File: src/common/mcf_pkg.sv
// Package of constants and carrier types for the motion command frame interpreter
package mcf_pkg;

    // ------------------------------------------------------------
    // Frame layout
    // ------------------------------------------------------------
    localparam int unsigned MCF_CORE_LEN = 7;
    localparam int unsigned MCF_SER_LEN = 9;
    localparam logic [3:0] MCF_SER_LAST = 4'h8;
    localparam logic [3:0] MCF_CAN_LAST = 4'h6;
    localparam logic [3:0] MCF_POS_ADDR = 4'h0;
    localparam logic [3:0] MCF_POS_CMD = 4'h1;
    localparam logic [3:0] MCF_POS_TYPE = 4'h2;
    localparam logic [3:0] MCF_POS_SEL = 4'h3;
    localparam logic [3:0] MCF_POS_VAL0 = 4'h4;

    // ------------------------------------------------------------
    // Status codes
    // ------------------------------------------------------------
    localparam logic [7:0] MCF_ST_OK = 8'h64;
    localparam logic [7:0] MCF_ST_STORED = 8'h65;
    localparam logic [7:0] MCF_ST_BAD_SUM = 8'h01;
    localparam logic [7:0] MCF_ST_BAD_CMD = 8'h02;
    localparam logic [7:0] MCF_ST_BAD_TYPE = 8'h03;
    localparam logic [7:0] MCF_ST_BAD_VAL = 8'h04;
    localparam logic [7:0] MCF_ST_LOCKED = 8'h05;
    localparam logic [7:0] MCF_ST_NOT_AVAIL = 8'h06;

    // ------------------------------------------------------------
    // Reset values and sizes
    // ------------------------------------------------------------
    localparam int unsigned MCF_FIFO_DEPTH = 8;
    localparam logic [3:0] MCF_IDX_RST = 4'h0;
    localparam logic [7:0] MCF_BYTE_RST = 8'h00;

    // ------------------------------------------------------------
    // Carriers
    // ------------------------------------------------------------
    typedef struct packed {
        logic [7:0] cmd;
        logic [7:0] typ;
        logic [7:0] sel;
        logic [31:0] value;
    } mcf_cmd_type;

    typedef struct packed {
        logic [7:0] status;
        logic [31:0] value;
    } mcf_result_type;

endpackage : mcf_pkg

File: src/design/mcf_fifo.sv
// Parameterised valid/ready FIFO for received frame bytes
`timescale 1ns/1ps
module mcf_fifo import mcf_pkg::*; #(
    parameter int unsigned WIDTH = 8,
    parameter int unsigned DEPTH = MCF_FIFO_DEPTH
) (
    // Clock and reset
    input wire logic i_clk,
    input wire logic i_rst_b,
    // Fill side
    input wire logic i_in_valid,
    input wire logic [WIDTH-1:0] i_in_data,
    output logic o_in_ready,
    // Drain side
    output logic o_out_valid,
    output logic [WIDTH-1:0] o_out_data,
    input wire logic i_out_ready
);
    localparam int unsigned AW = $clog2(DEPTH);

    logic [WIDTH-1:0] mem_ff [DEPTH];
    logic [AW-1:0] wr_ff, nxt_wr;
    logic [AW-1:0] rd_ff, nxt_rd;
    logic [AW:0] cnt_ff, nxt_cnt;
    logic push;
    logic pop;

    // ------------------------------------------------------------
    // Pointers
    // ------------------------------------------------------------
    always_comb begin
        push = i_in_valid && (cnt_ff != (AW+1)'(DEPTH));
        pop = i_out_ready && (cnt_ff != '0);
        nxt_wr = push ? AW'(wr_ff + 1'b1) : wr_ff;
        nxt_rd = pop ? AW'(rd_ff + 1'b1) : rd_ff;
        nxt_cnt = cnt_ff;
        if (push && !pop) begin
            nxt_cnt = (AW+1)'(cnt_ff + 1'b1);
        end else if (pop && !push) begin
            nxt_cnt = (AW+1)'(cnt_ff - 1'b1);
        end
    end

    always_ff @(posedge i_clk) begin
        if (!i_rst_b) begin
            wr_ff <= '0;
            rd_ff <= '0;
            cnt_ff <= '0;
        end else begin
            wr_ff <= nxt_wr;
            rd_ff <= nxt_rd;
            cnt_ff <= nxt_cnt;
        end
    end

    always_ff @(posedge i_clk) begin
        if (push) begin
            mem_ff[wr_ff] <= i_in_data;
        end
    end

    assign o_in_ready = (cnt_ff != (AW+1)'(DEPTH));
    assign o_out_valid = (cnt_ff != '0);
    assign o_out_data = mem_ff[rd_ff];

    a_fifo_no_over: assert property (@(posedge i_clk) disable iff (!i_rst_b)
        cnt_ff <= (AW+1)'(DEPTH)) else $error("FIFO count above depth");

endmodule : mcf_fifo

File: src/design/mcf_interp.sv
// Command frame interpreter: receive, check, execute, reply
//
// Contract
// - Core command is seven bytes: command, type, selector, four value bytes.
// - Serial frames add a leading address byte and trailing checksum: nine bytes.
// - Serial order: address, command, type, selector, value MSB first, checksum.
// - Command checksum is 8-bit wrapping sum of all preceding bytes incl. address.
// - CAN frames carry neither address nor checksum byte.
// - Device executes the command fully before sending its reply.
// - Device transmits only as a reply; never unsolicited.
// - Serial reply: reply addr, module addr, status, command, value MSB first, sum.
// - Reply checksum is 8-bit wrapping sum of all other reply bytes.
// - CAN reply carries neither address nor checksum byte.
// - Status 100 means executed, 101 means stored into program memory.
// - Errors: 1 checksum, 2 command, 3 type, 4 value, 5 locked, 6 unavailable.
`timescale 1ns/1ps
module mcf_interp import mcf_pkg::*; (
    // Clock and reset
    input wire logic i_clk,
    input wire logic i_rst_b,
    // Configuration
    input wire logic i_can_mode,
    input wire logic [7:0] i_module_addr,
    input wire logic [7:0] i_reply_addr,
    // Receive byte stream
    input wire logic i_rx_valid,
    input wire logic [7:0] i_rx_data,
    output logic o_rx_ready,
    // Execution port
    output logic o_exec_req,
    output mcf_cmd_type o_exec_cmd,
    input wire logic i_exec_done,
    input wire mcf_result_type i_exec_result,
    // Transmit byte stream
    output logic o_tx_valid,
    output logic [7:0] o_tx_data,
    output logic o_tx_last,
    input wire logic i_tx_ready,
    // Bus direction
    output logic o_tx_enable
);

    typedef enum logic [3:0] {
        ST_RX = 4'h1,
        ST_EXEC = 4'h2,
        ST_TX = 4'h4,
        ST_WAIT = 4'h8
    } mcf_state_type;

    function automatic logic [3:0] last_idx(input logic can);
        last_idx = can ? MCF_CAN_LAST : MCF_SER_LAST;
    endfunction : last_idx

    mcf_state_type state_ff, nxt_state;
    logic [3:0] idx_ff, nxt_idx;
    logic [7:0] sum_ff, nxt_sum;
    logic [7:0] addr_ff, nxt_addr;
    mcf_cmd_type cmd_ff, nxt_cmd;
    logic [7:0] status_ff, nxt_status;
    logic [31:0] rval_ff, nxt_rval;
    logic can_ff, nxt_can;
    logic req_ff, nxt_req;
    logic txv_ff, nxt_txv;
    logic [7:0] txd_ff, nxt_txd;
    logic txl_ff, nxt_txl;
    logic [7:0] rsum_ff, nxt_rsum;
    logic f_valid;
    logic [7:0] f_data;
    logic f_ready;
    logic [3:0] pos;
    logic [7:0] rbyte;

    // ------------------------------------------------------------
    // Receive buffer
    // ------------------------------------------------------------
    mcf_fifo #(.WIDTH(8), .DEPTH(MCF_FIFO_DEPTH)) u_rx_fifo (
        .i_clk(i_clk),
        .i_rst_b(i_rst_b),
        .i_in_valid(i_rx_valid),
        .i_in_data(i_rx_data),
        .o_in_ready(o_rx_ready),
        .o_out_valid(f_valid),
        .o_out_data(f_data),
        .i_out_ready(f_ready)
    );

    assign f_ready = (state_ff == ST_RX);

    // ------------------------------------------------------------
    // Frame state machine
    // ------------------------------------------------------------
    always_comb begin
        nxt_state = state_ff;
        nxt_idx = idx_ff;
        nxt_sum = sum_ff;
        nxt_addr = addr_ff;
        nxt_cmd = cmd_ff;
        nxt_status = status_ff;
        nxt_rval = rval_ff;
        nxt_can = can_ff;
        nxt_req = 1'b0;
        nxt_txv = txv_ff;
        nxt_txd = txd_ff;
        nxt_txl = txl_ff;
        nxt_rsum = rsum_ff;
        pos = can_ff ? 4'(idx_ff + 4'h1) : idx_ff;
        rbyte = MCF_BYTE_RST;
        case (state_ff)
            ST_RX: begin
                if (idx_ff == MCF_IDX_RST) begin
                    nxt_can = i_can_mode;
                    pos = i_can_mode ? MCF_POS_CMD : MCF_POS_ADDR;
                end
                if (f_valid) begin
                    nxt_sum = 8'(sum_ff + f_data);
                    nxt_idx = 4'(idx_ff + 4'h1);
                    case (pos)
                        MCF_POS_ADDR: nxt_addr = f_data;
                        MCF_POS_CMD: nxt_cmd.cmd = f_data;
                        MCF_POS_TYPE: nxt_cmd.typ = f_data;
                        MCF_POS_SEL: nxt_cmd.sel = f_data;
                        MCF_SER_LAST: nxt_cmd.value = cmd_ff.value;
                        default: nxt_cmd.value = {cmd_ff.value[23:0], f_data};
                    endcase
                    if (idx_ff == last_idx(nxt_can)) begin
                        nxt_idx = MCF_IDX_RST;
                        nxt_sum = MCF_BYTE_RST;
                        if (nxt_can) begin
                            nxt_state = ST_EXEC;
                            nxt_req = 1'b1;
                        end else if (addr_ff != i_module_addr) begin
                            nxt_state = ST_RX;
                        end else if (f_data != sum_ff) begin
                            nxt_status = MCF_ST_BAD_SUM;
                            nxt_rval = '0;
                            nxt_state = ST_TX;
                        end else begin
                            nxt_state = ST_EXEC;
                            nxt_req = 1'b1;
                        end
                    end
                end
            end
            ST_EXEC: begin
                if (i_exec_done) begin
                    nxt_status = i_exec_result.status;
                    nxt_rval = i_exec_result.value;
                    nxt_state = ST_TX;
                end
            end
            ST_TX: begin
                if (!txv_ff || i_tx_ready) begin
                    case (pos)
                        4'h0: rbyte = i_reply_addr;
                        4'h1: rbyte = i_module_addr;
                        4'h2: rbyte = status_ff;
                        4'h3: rbyte = cmd_ff.cmd;
                        4'h4: rbyte = rval_ff[31:24];
                        4'h5: rbyte = rval_ff[23:16];
                        4'h6: rbyte = rval_ff[15:8];
                        4'h7: rbyte = rval_ff[7:0];
                        default: rbyte = rsum_ff;
                    endcase
                    if (can_ff) begin
                        pos = 4'(idx_ff + 4'h2);
                        case (pos)
                            4'h2: rbyte = status_ff;
                            4'h3: rbyte = cmd_ff.cmd;
                            4'h4: rbyte = rval_ff[31:24];
                            4'h5: rbyte = rval_ff[23:16];
                            4'h6: rbyte = rval_ff[15:8];
                            default: rbyte = rval_ff[7:0];
                        endcase
                    end
                    nxt_txv = 1'b1;
                    nxt_txd = rbyte;
                    nxt_rsum = 8'(rsum_ff + rbyte);
                    nxt_txl = (idx_ff == (can_ff ? 4'h5 : MCF_SER_LAST));
                    nxt_idx = 4'(idx_ff + 4'h1);
                    if (nxt_txl) begin
                        nxt_state = ST_WAIT;
                    end
                end
            end
            ST_WAIT: begin
                if (i_tx_ready) begin
                    nxt_txv = 1'b0;
                    nxt_txl = 1'b0;
                    nxt_idx = MCF_IDX_RST;
                    nxt_rsum = MCF_BYTE_RST;
                    nxt_state = ST_RX;
                end
            end
            default: begin
                nxt_state = ST_RX;
                nxt_idx = MCF_IDX_RST;
            end
        endcase
    end

    always_ff @(posedge i_clk) begin
        if (!i_rst_b) begin
            state_ff <= ST_RX;
            idx_ff <= MCF_IDX_RST;
            sum_ff <= MCF_BYTE_RST;
            addr_ff <= MCF_BYTE_RST;
            cmd_ff <= '0;
            status_ff <= MCF_BYTE_RST;
            rval_ff <= '0;
            can_ff <= 1'b0;
            req_ff <= 1'b0;
            txv_ff <= 1'b0;
            txd_ff <= MCF_BYTE_RST;
            txl_ff <= 1'b0;
            rsum_ff <= MCF_BYTE_RST;
        end else begin
            state_ff <= nxt_state;
            idx_ff <= nxt_idx;
            sum_ff <= nxt_sum;
            addr_ff <= nxt_addr;
            cmd_ff <= nxt_cmd;
            status_ff <= nxt_status;
            rval_ff <= nxt_rval;
            can_ff <= nxt_can;
            req_ff <= nxt_req;
            txv_ff <= nxt_txv;
            txd_ff <= nxt_txd;
            txl_ff <= nxt_txl;
            rsum_ff <= nxt_rsum;
        end
    end

    // ------------------------------------------------------------
    // Outputs
    // ------------------------------------------------------------
    assign o_exec_req = req_ff;
    assign o_exec_cmd = cmd_ff;
    assign o_tx_valid = txv_ff;
    assign o_tx_data = txd_ff;
    assign o_tx_last = txl_ff;
    assign o_tx_enable = txv_ff;

    // ------------------------------------------------------------
    // Checks
    // ------------------------------------------------------------
    a_tx_only_reply: assert property (@(posedge i_clk) disable iff (!i_rst_b)
        $rose(txv_ff) |-> $past(state_ff) == ST_TX)
        else $error("Transmit started outside a reply");
    a_exec_before_tx: assert property (@(posedge i_clk) disable iff (!i_rst_b)
        (state_ff == ST_EXEC && !i_exec_done) |=> !txv_ff)
        else $error("Reply sent before execution done");
    a_bad_sum_status: assert property (@(posedge i_clk) disable iff (!i_rst_b)
        ($past(state_ff) == ST_RX && state_ff == ST_TX) |-> status_ff == MCF_ST_BAD_SUM)
        else $error("Checksum error not reported");
    a_req_one_cycle: assert property (@(posedge i_clk) disable iff (!i_rst_b)
        req_ff |-> state_ff == ST_EXEC ##1 !req_ff)
        else $error("Execute request not a single pulse");
    a_last_is_sum: assert property (@(posedge i_clk) disable iff (!i_rst_b)
        ($rose(txl_ff) && !can_ff) |-> txd_ff == $past(rsum_ff))
        else $error("Reply checksum wrong");
    a_first_reply_byte: assert property (@(posedge i_clk) disable iff (!i_rst_b)
        ($rose(txv_ff) && !can_ff) |-> txd_ff == i_reply_addr)
        else $error("Reply does not start with reply address");
    a_can_first_status: assert property (@(posedge i_clk) disable iff (!i_rst_b)
        ($rose(txv_ff) && can_ff) |-> txd_ff == status_ff)
        else $error("CAN reply does not start with status");
    a_no_tx_in_rx: assert property (@(posedge i_clk) disable iff (!i_rst_b)
        state_ff == ST_RX |-> !txv_ff)
        else $error("Bus driven while receiving");

endmodule : mcf_interp

File: config.mk
export PLATFORM = sky130hd
export DESIGN_NAME = mcf_interp
export DESIGN_NICKNAME = d
export VERILOG_FILES = /design/src/common/mcf_pkg.sv /design/src/design/mcf_fifo.sv /design/src/design/mcf_interp.sv
export SDC_FILE = /design/constraint.sdc
export NUM_CORES = 1
export LEC_CHECK = 0
export CORE_MARGIN = 5
export CORE_UTILIZATION = 45
export CTS_BUF_LIST = sky130_fd_sc_hd__clkbuf_8
export CTS_CLUSTER_DIAMETER = 60
export DETAILED_ROUTE_END_ITERATION = 12
export DONT_BUFFER_PORTS = 1
export SETUP_SLACK_MARGIN = 0.15
export SYNTH_ARGS = -nofsm -noshare
export SYNTH_HDL_FRONTEND = slang
export SYNTH_SLANG_ARGS = --single-unit
File: constraint.sdc
create_clock -name i_clk -period 5.8 [get_ports i_clk]
set_input_delay 0.29 -clock i_clk [delete_from_list [all_inputs] [get_ports i_clk]]
set_output_delay 0.29 -clock i_clk [all_outputs]
set_load 0.01 [all_outputs]
==> reports/results.ini, run 1 <==
[yosys]
synth_area_um2=10400
syn_avg_cell_area_um2=10.4
synth_cell_types=74
synth_warnings=0
synth-edff-count=64
synth_seq_area_share_pct=47.9
syn_inst=996
synthArstFlopShare_pct=0
ys.flop_type=dfxtp_1
ys_ff_latch=217
syn_nets=1093

[timing]
hold_violations=0
final.setup.tns_ns=0
period_share_pct=85.1
maxSlewViolCount=0
rsz0062_at_grt=no
fin_ws_ns=0.863
fmaxAchievable_mhz=203
finalSetupViolCount=0
slew_headroom_pct=29.9
worst_clock_skew_ns=0.0271
tightestPinTransition_ns=1.04
period_needed_ns=4.94

[setup_path]
crit_fanout=15
end_kind=flop
cp_num_buf_inv=0
crit_type=reg -> reg
cp.arrival_ns=5.34
crit_family=compound AO/OA/AOI/OAI gates
cp_slowest_stage_delay_ns=0.57
slowest_stage=or4_1
crit_path_frequent_cell=ha_1
cp_cell_sequence=ha_1 > a21boi_0 > a32o_1 > or2_1 > a22oi_1 > o22ai_1 > or4_1 > and2_1 > ha_1 > a21o_1 > a21oi_1 > o21ai_0 > o41ai_1 > nor3b_1 > mux2i_1 > o2111ai_1
worstSetupStartpointType=flop
critical_path_required_ns=6.20

[global_route]
grt_pass1_wl_mm=44.6
grt_max_degree=119
grt_usage_pct=21.5
antenna_found_initial=0
grt_overflow=0
grt_pass1_vias=7666

[layout]
final_cells=1350
area_delta_synth_final_pct=13.5
antennaDiodeCount=0
fin_area_um2=11800
drive_above_1_share_pct=9.77
nets=1135

[clocking]
cts_resized=0
insertion_delay_ns=0.55
cts_buffers=38
htreeDepth=2
cts.path.max_buffers=3
hold_buffers=51
cts-root-buf=clkbuf_8
cts_tree=done
postCtsSetupBuffers=0
clock-sinks=217
clk_pin_slew_ns=0.06

[placement]
gp_congestion=0.996
place.port_buffers=0
postPlaceCellArea_um2=10600
dp_hpwl_mm=19.6
pre_cts_slack_ns=1.02
placed_cells=1232

[die]
num_io_pins=139
rows=55
coreArea_um2=22700
dieHeight_um=162
initial_utilization_pct=45.8
fp.dieW_um=162
die_area_um2=26200

[pwr]
switching_share_pct=38.5
clkPwrFrac_pct=25.3
p_per_area_nw_per_um2=438
ir_drop_uv=204
p_int_mw=3.18
p_seq_share_pct=36.1
p_switching_mw=1.99
p_leak_nw=4.33
pwr-share-comb_pct=38.6

[drt]
drt-vias-per-instance=5.86
drc=0
route.vias.total=7912
wl_per_cell_um=21.3
wl_mm=28.8
drt-pass1-iter-count=5
postRouteAntennaNets=0
drt-initial-drc-count=763

[run]
cap_violations=0

[hold_path]
hold_class=in -> reg

[status]
status=finished, final reports clean

[final timing paths]
kind	start	end	slack [ns]	cells after the start
worst max-delay path	idx_ff[2]	rsum_ff[7]	0.86	16
worst min-delay path	i_rst_b	sum_ff[7]	0.05	3
worst max register to register	idx_ff[2]	rsum_ff[7]	0.86	16
worst min register to register	sum_ff[2]	sum_ff[2]	0.47	2
[state kept, by name, summed over array words and instances (netlist names), 3 cells and up, named ones only]
register          flops
o_tx_data             8
addr_ff               8
sum_ff                8
state_ff              4
rval_ff              32
u_rx_fifo.mem_ff     64
idx_ff                4
u_rx_fifo.cnt_ff      4
o_exec_cmd           56
u_rx_fifo.rd_ff       3
u_rx_fifo.wr_ff       3
status_ff             8
rsum_ff               8
[synthesized netlist by cell type, types with 5 or more instances]
cell	n	area, um2
dfxtp_1	153	3060
nand2_1	108	405
edfxtp_1	64	1920
nor2_1	56	210
a21boi_0	47	353
nor2b_1	45	282
a22o_1	42	368
mux2i_1	35	350
o21ai_0	32	160
clkbuf_1	30	113
a22oi_1	28	210
a21oi_1	27	135
buf_2	24	120
ha_1	24	300
nand3_1	21	105
inv_1	18	67.6
mux4_2	18	405
xnor2_1	17	149
a221oi_1	12	105
and2_1	12	75.1
o211a_1	12	120
nor3_1	11	55.1
nand2b_1	10	62.6
xor2_1	9	78.8
mux2_2	8	90.1
a21o_1	7	52.6
and3_1	7	43.8
nor3b_1	7	52.6
or3_1	7	43.8
nor4_1	5	31.3
o221ai_1	5	43.8
o22ai_1	5	31.3
o2bb2ai_1	5	43.8
[cell type report]
type / instances / area, um2
Timing Repair Buffer: 63 / 618
Clock inverter: 24 / 114
Multi-Input combinational cell: 699 / 5070
Fill cell: 2067 / 10900
Tap cell: 285 / 357
Clock buffer: 43 / 592
Sequential cell: 217 / 4980
Inverter: 19 / 71.3
[through the flow]
stage	utilization, %	hold slack (ns)	power (mW)
global route	52.0	0.0582	5.49
floorplan	-	0.389	3.31
CTS	52.0	0.0171	5.19
finish	52.0	0.0489	5.17
detailed placement	46.5	0.389	3.82
global placement	46.5	0.389	3.82
[tightest hold or removal path, delay by kind of cell]
family | cells | cell delay, ns
AND/OR/NAND/NOR | 3 | 0.26
[kinds of logic after synthesis]
| kind of cell | share of synthesized area, % |
|---|---|
| compound gates | 19.7 |
| xor+xnor | 2.19 |
| fa+ha+maj | 3.47 |
| buf+inv | 3.41 |
| flops | 47.9 |
| mux | 8.35 |
| simple gates | 14.9 |
[power groups by stage]
stage	sequential (mW)	combinational, mW	clock (mW)
after global placement	1.89	1.93	0
after CTS	1.86	1.98	1.35
after global routing	1.88	2.20	1.42
after floorplan	1.82	1.49	0
final	1.86	2.00	1.31
after detailed placement	1.90	1.92	0
[cell usage in the layout, fill, tap and decap left out, types with 21 or more instances in the layout]
| master | n |
|---|---|
| ha_1 | 24 |
| inv_1 | 37 |
| dfxtp_1 | 153 |
| nor2_1 | 56 |
| mux2i_1 | 35 |
| nor2b_1 | 45 |
| o21ai_0 | 32 |
| a22oi_1 | 28 |
| clkbuf_8 | 43 |
| dlygate4sd3_1 | 50 |
| a21oi_1 | 27 |
| nand2_1 | 108 |
| a22o_1 | 42 |
| edfxtp_1 | 64 |
| a21boi_0 | 47 |
| nand3_1 | 21 |
[per-layer routing]
layer,vias up,global-route usage (%),routed length (um),part of all wire (%)
li1,3795,-,-,-
met1,3746,30.4,13100,45
met2,311,31.0,12000,42
met3,60,7.82,2940,10
met4,0,6.31,739,2.6
met5,-,0,0,0
No activity file was read; power rests on OpenSTA's default activity.
==> run 2, diff against run 1 <==
CTS_BUF_LIST = default   (was sky130_fd_sc_hd__clkbuf_8)
==> reports/results.ini, run 2 (same netlist as run 1, synthesis figures left out) <==
[run]
cap_violations=0

[setup_path]
reg2reg_slack_ns=0.89
cp_cell_sequence=ha_1 > a21boi_0 > a32o_1 > or2_1 > a22oi_1 > o22ai_1 > or4_1 > and2_1 > ha_1 > a21o_1 > a21oi_1 > o21ai_0 > o41ai_1 > nor3b_1 > mux2i_1 > o2111ai_1
crit_end=rsum_ff[7]
worstSetupStartpointType=flop
crit_path_frequent_cell=ha_1
crit_start=idx_ff[2]
end_kind=flop
r2r_cells=16
slowest_stage=or4_1
cp_num_buf_inv=0
crit_fanout=15
cp.arrival_ns=5.30
crit_type=reg -> reg
rr_endpoint=rsum_ff[7]
reg2reg_from=idx_ff[2]
critical_path_required_ns=6.19
cp_slowest_stage_delay_ns=0.57
crit_family=compound AO/OA/AOI/OAI gates
worst-path-stages=16

[status]
status=finished, final reports clean

[global_route]
grt_max_degree=118
grt_util_met3_pct=6.95
grt_use_met2_pct=30.7
grt_pass1_wl_mm=44.0
grt_usage_pct=21.0
grt_pass1_vias=7500
grt_overflow=0
grt.busiest_layer=met2
antenna_found_initial=0
use_met1_pct=30.4

[clocking]
cts_tree=done
cts-root-buf=clkbuf_16
clock-sinks=217
clk_pin_slew_ns=0.06
cts.path.max_buffers=3
insertion_delay_ns=0.53
cts_resized=0
htreeDepth=1
cts_buffers=25

[layout]
layout_commonest_cell=dfxtp_1
largest_reg_flops=64
top_register=u_rx_fifo.mem_ff
nets=1121
mostFrequentLayoutCells=dfxtp_1, nand2_1, edfxtp_1
antennaDiodeCount=0
drive_above_1_share_pct=9.11
area_delta_synth_final_pct=14.2

[hold_path]
hold_class=in -> reg
whs_path_depth=2

[die]
coreArea_um2=22700
dieHeight_um=162
rows=55
num_io_pins=139
initial_utilization_pct=45.8
fp.dieW_um=162
die_area_um2=26200

[pwr]
p_per_area_nw_per_um2=451
ir_drop_uv=219
p_leak_nw=4.27

[timing]
finalSetupViolCount=0
worst_clock_skew_ns=0.0179
period_share_pct=84.7
tightestPinTransition_ns=0.985
period_needed_ns=4.91
slew_headroom_pct=33.8
rsz0062_at_grt=no
hold_violations=0
fmaxAchievable_mhz=204
fin_ws_ns=0.887
maxSlewViolCount=0
final.setup.tns_ns=0

[placement]
place.port_buffers=0
gp_congestion=0.996
pre_cts_slack_ns=1.02
dp_hpwl_mm=19.6

[drt]
drc=0
drt-initial-drc-count=791
wl_per_cell_um=21.4
postRouteAntennaNets=0
route.vias.total=7891
wl_mm=28.4
drt-vias-per-instance=5.94
drt-pass1-iter-count=5

## run 2: changes by cell type in the layout (fill, tap and decap cells not counted), sizes merged
cell,change
clkinvlp,+2
inv,-18
clkbuf,-5
dlygate4sd3,-1
## run 2: layout make-up
cell class              count  area [um2]
inverters                  19        71.3
clock buffers              38         707
multi-input cells         699        5070
repair buffers             62         608
well taps                 285         357
flip-flops and latches    217        4980
fillers                  2066       10800
clock inverters             8        77.6
## run 2: worst min-delay path by stage
stage | to | slack, ns | startpoint
finish | o_tx_data[1] | 0.03 | i_rst_b
floorplan | u_rx_fifo.mem_ff[0][0] | 0.39 | i_rx_data[0]
global placement | u_rx_fifo.mem_ff[0][5] | 0.39 | i_rx_data[5]
CTS | o_tx_data[1] | 0.01 | i_rst_b
global route | o_tx_data[1] | 0.04 | i_rst_b
detailed placement | u_rx_fifo.mem_ff[0][5] | 0.39 | i_rx_data[5]
## run 2: per-layer routing
metal,wire length [um],vias to the layer above
li1,-,3758
met1,12900,3759
met2,11800,327
met3,2970,47
met4,669,0
met5,0,-
## run 2: repair_timing
action,CTS,global route
endpoints found under the hold margin,217,0
setup buffers,0,0
hold buffers,50,0
## run 2: through the flow
step,power [mW],hold slack (ns),utilization [%],instances,instance area [um2]
2_1_floorplan,3.31,0.389,-,996,10400
3_3_place_gp,3.82,0.389,46.5,1232,10600
3_5_place_dp,3.82,0.389,46.5,1232,10600
4_1_cts,5.38,0.0105,52.3,1328,11900
5_1_grt,5.67,0.0445,52.3,1328,11900
6_report,5.35,0.0264,52.3,1328,11900
## run 2: where the power goes
part           leakage [nW]  internal (mW)  switching (mW)
Clock                 0.380          0.855           0.634
Sequential             1.82           1.70           0.164
Combinational          2.07          0.796            1.20
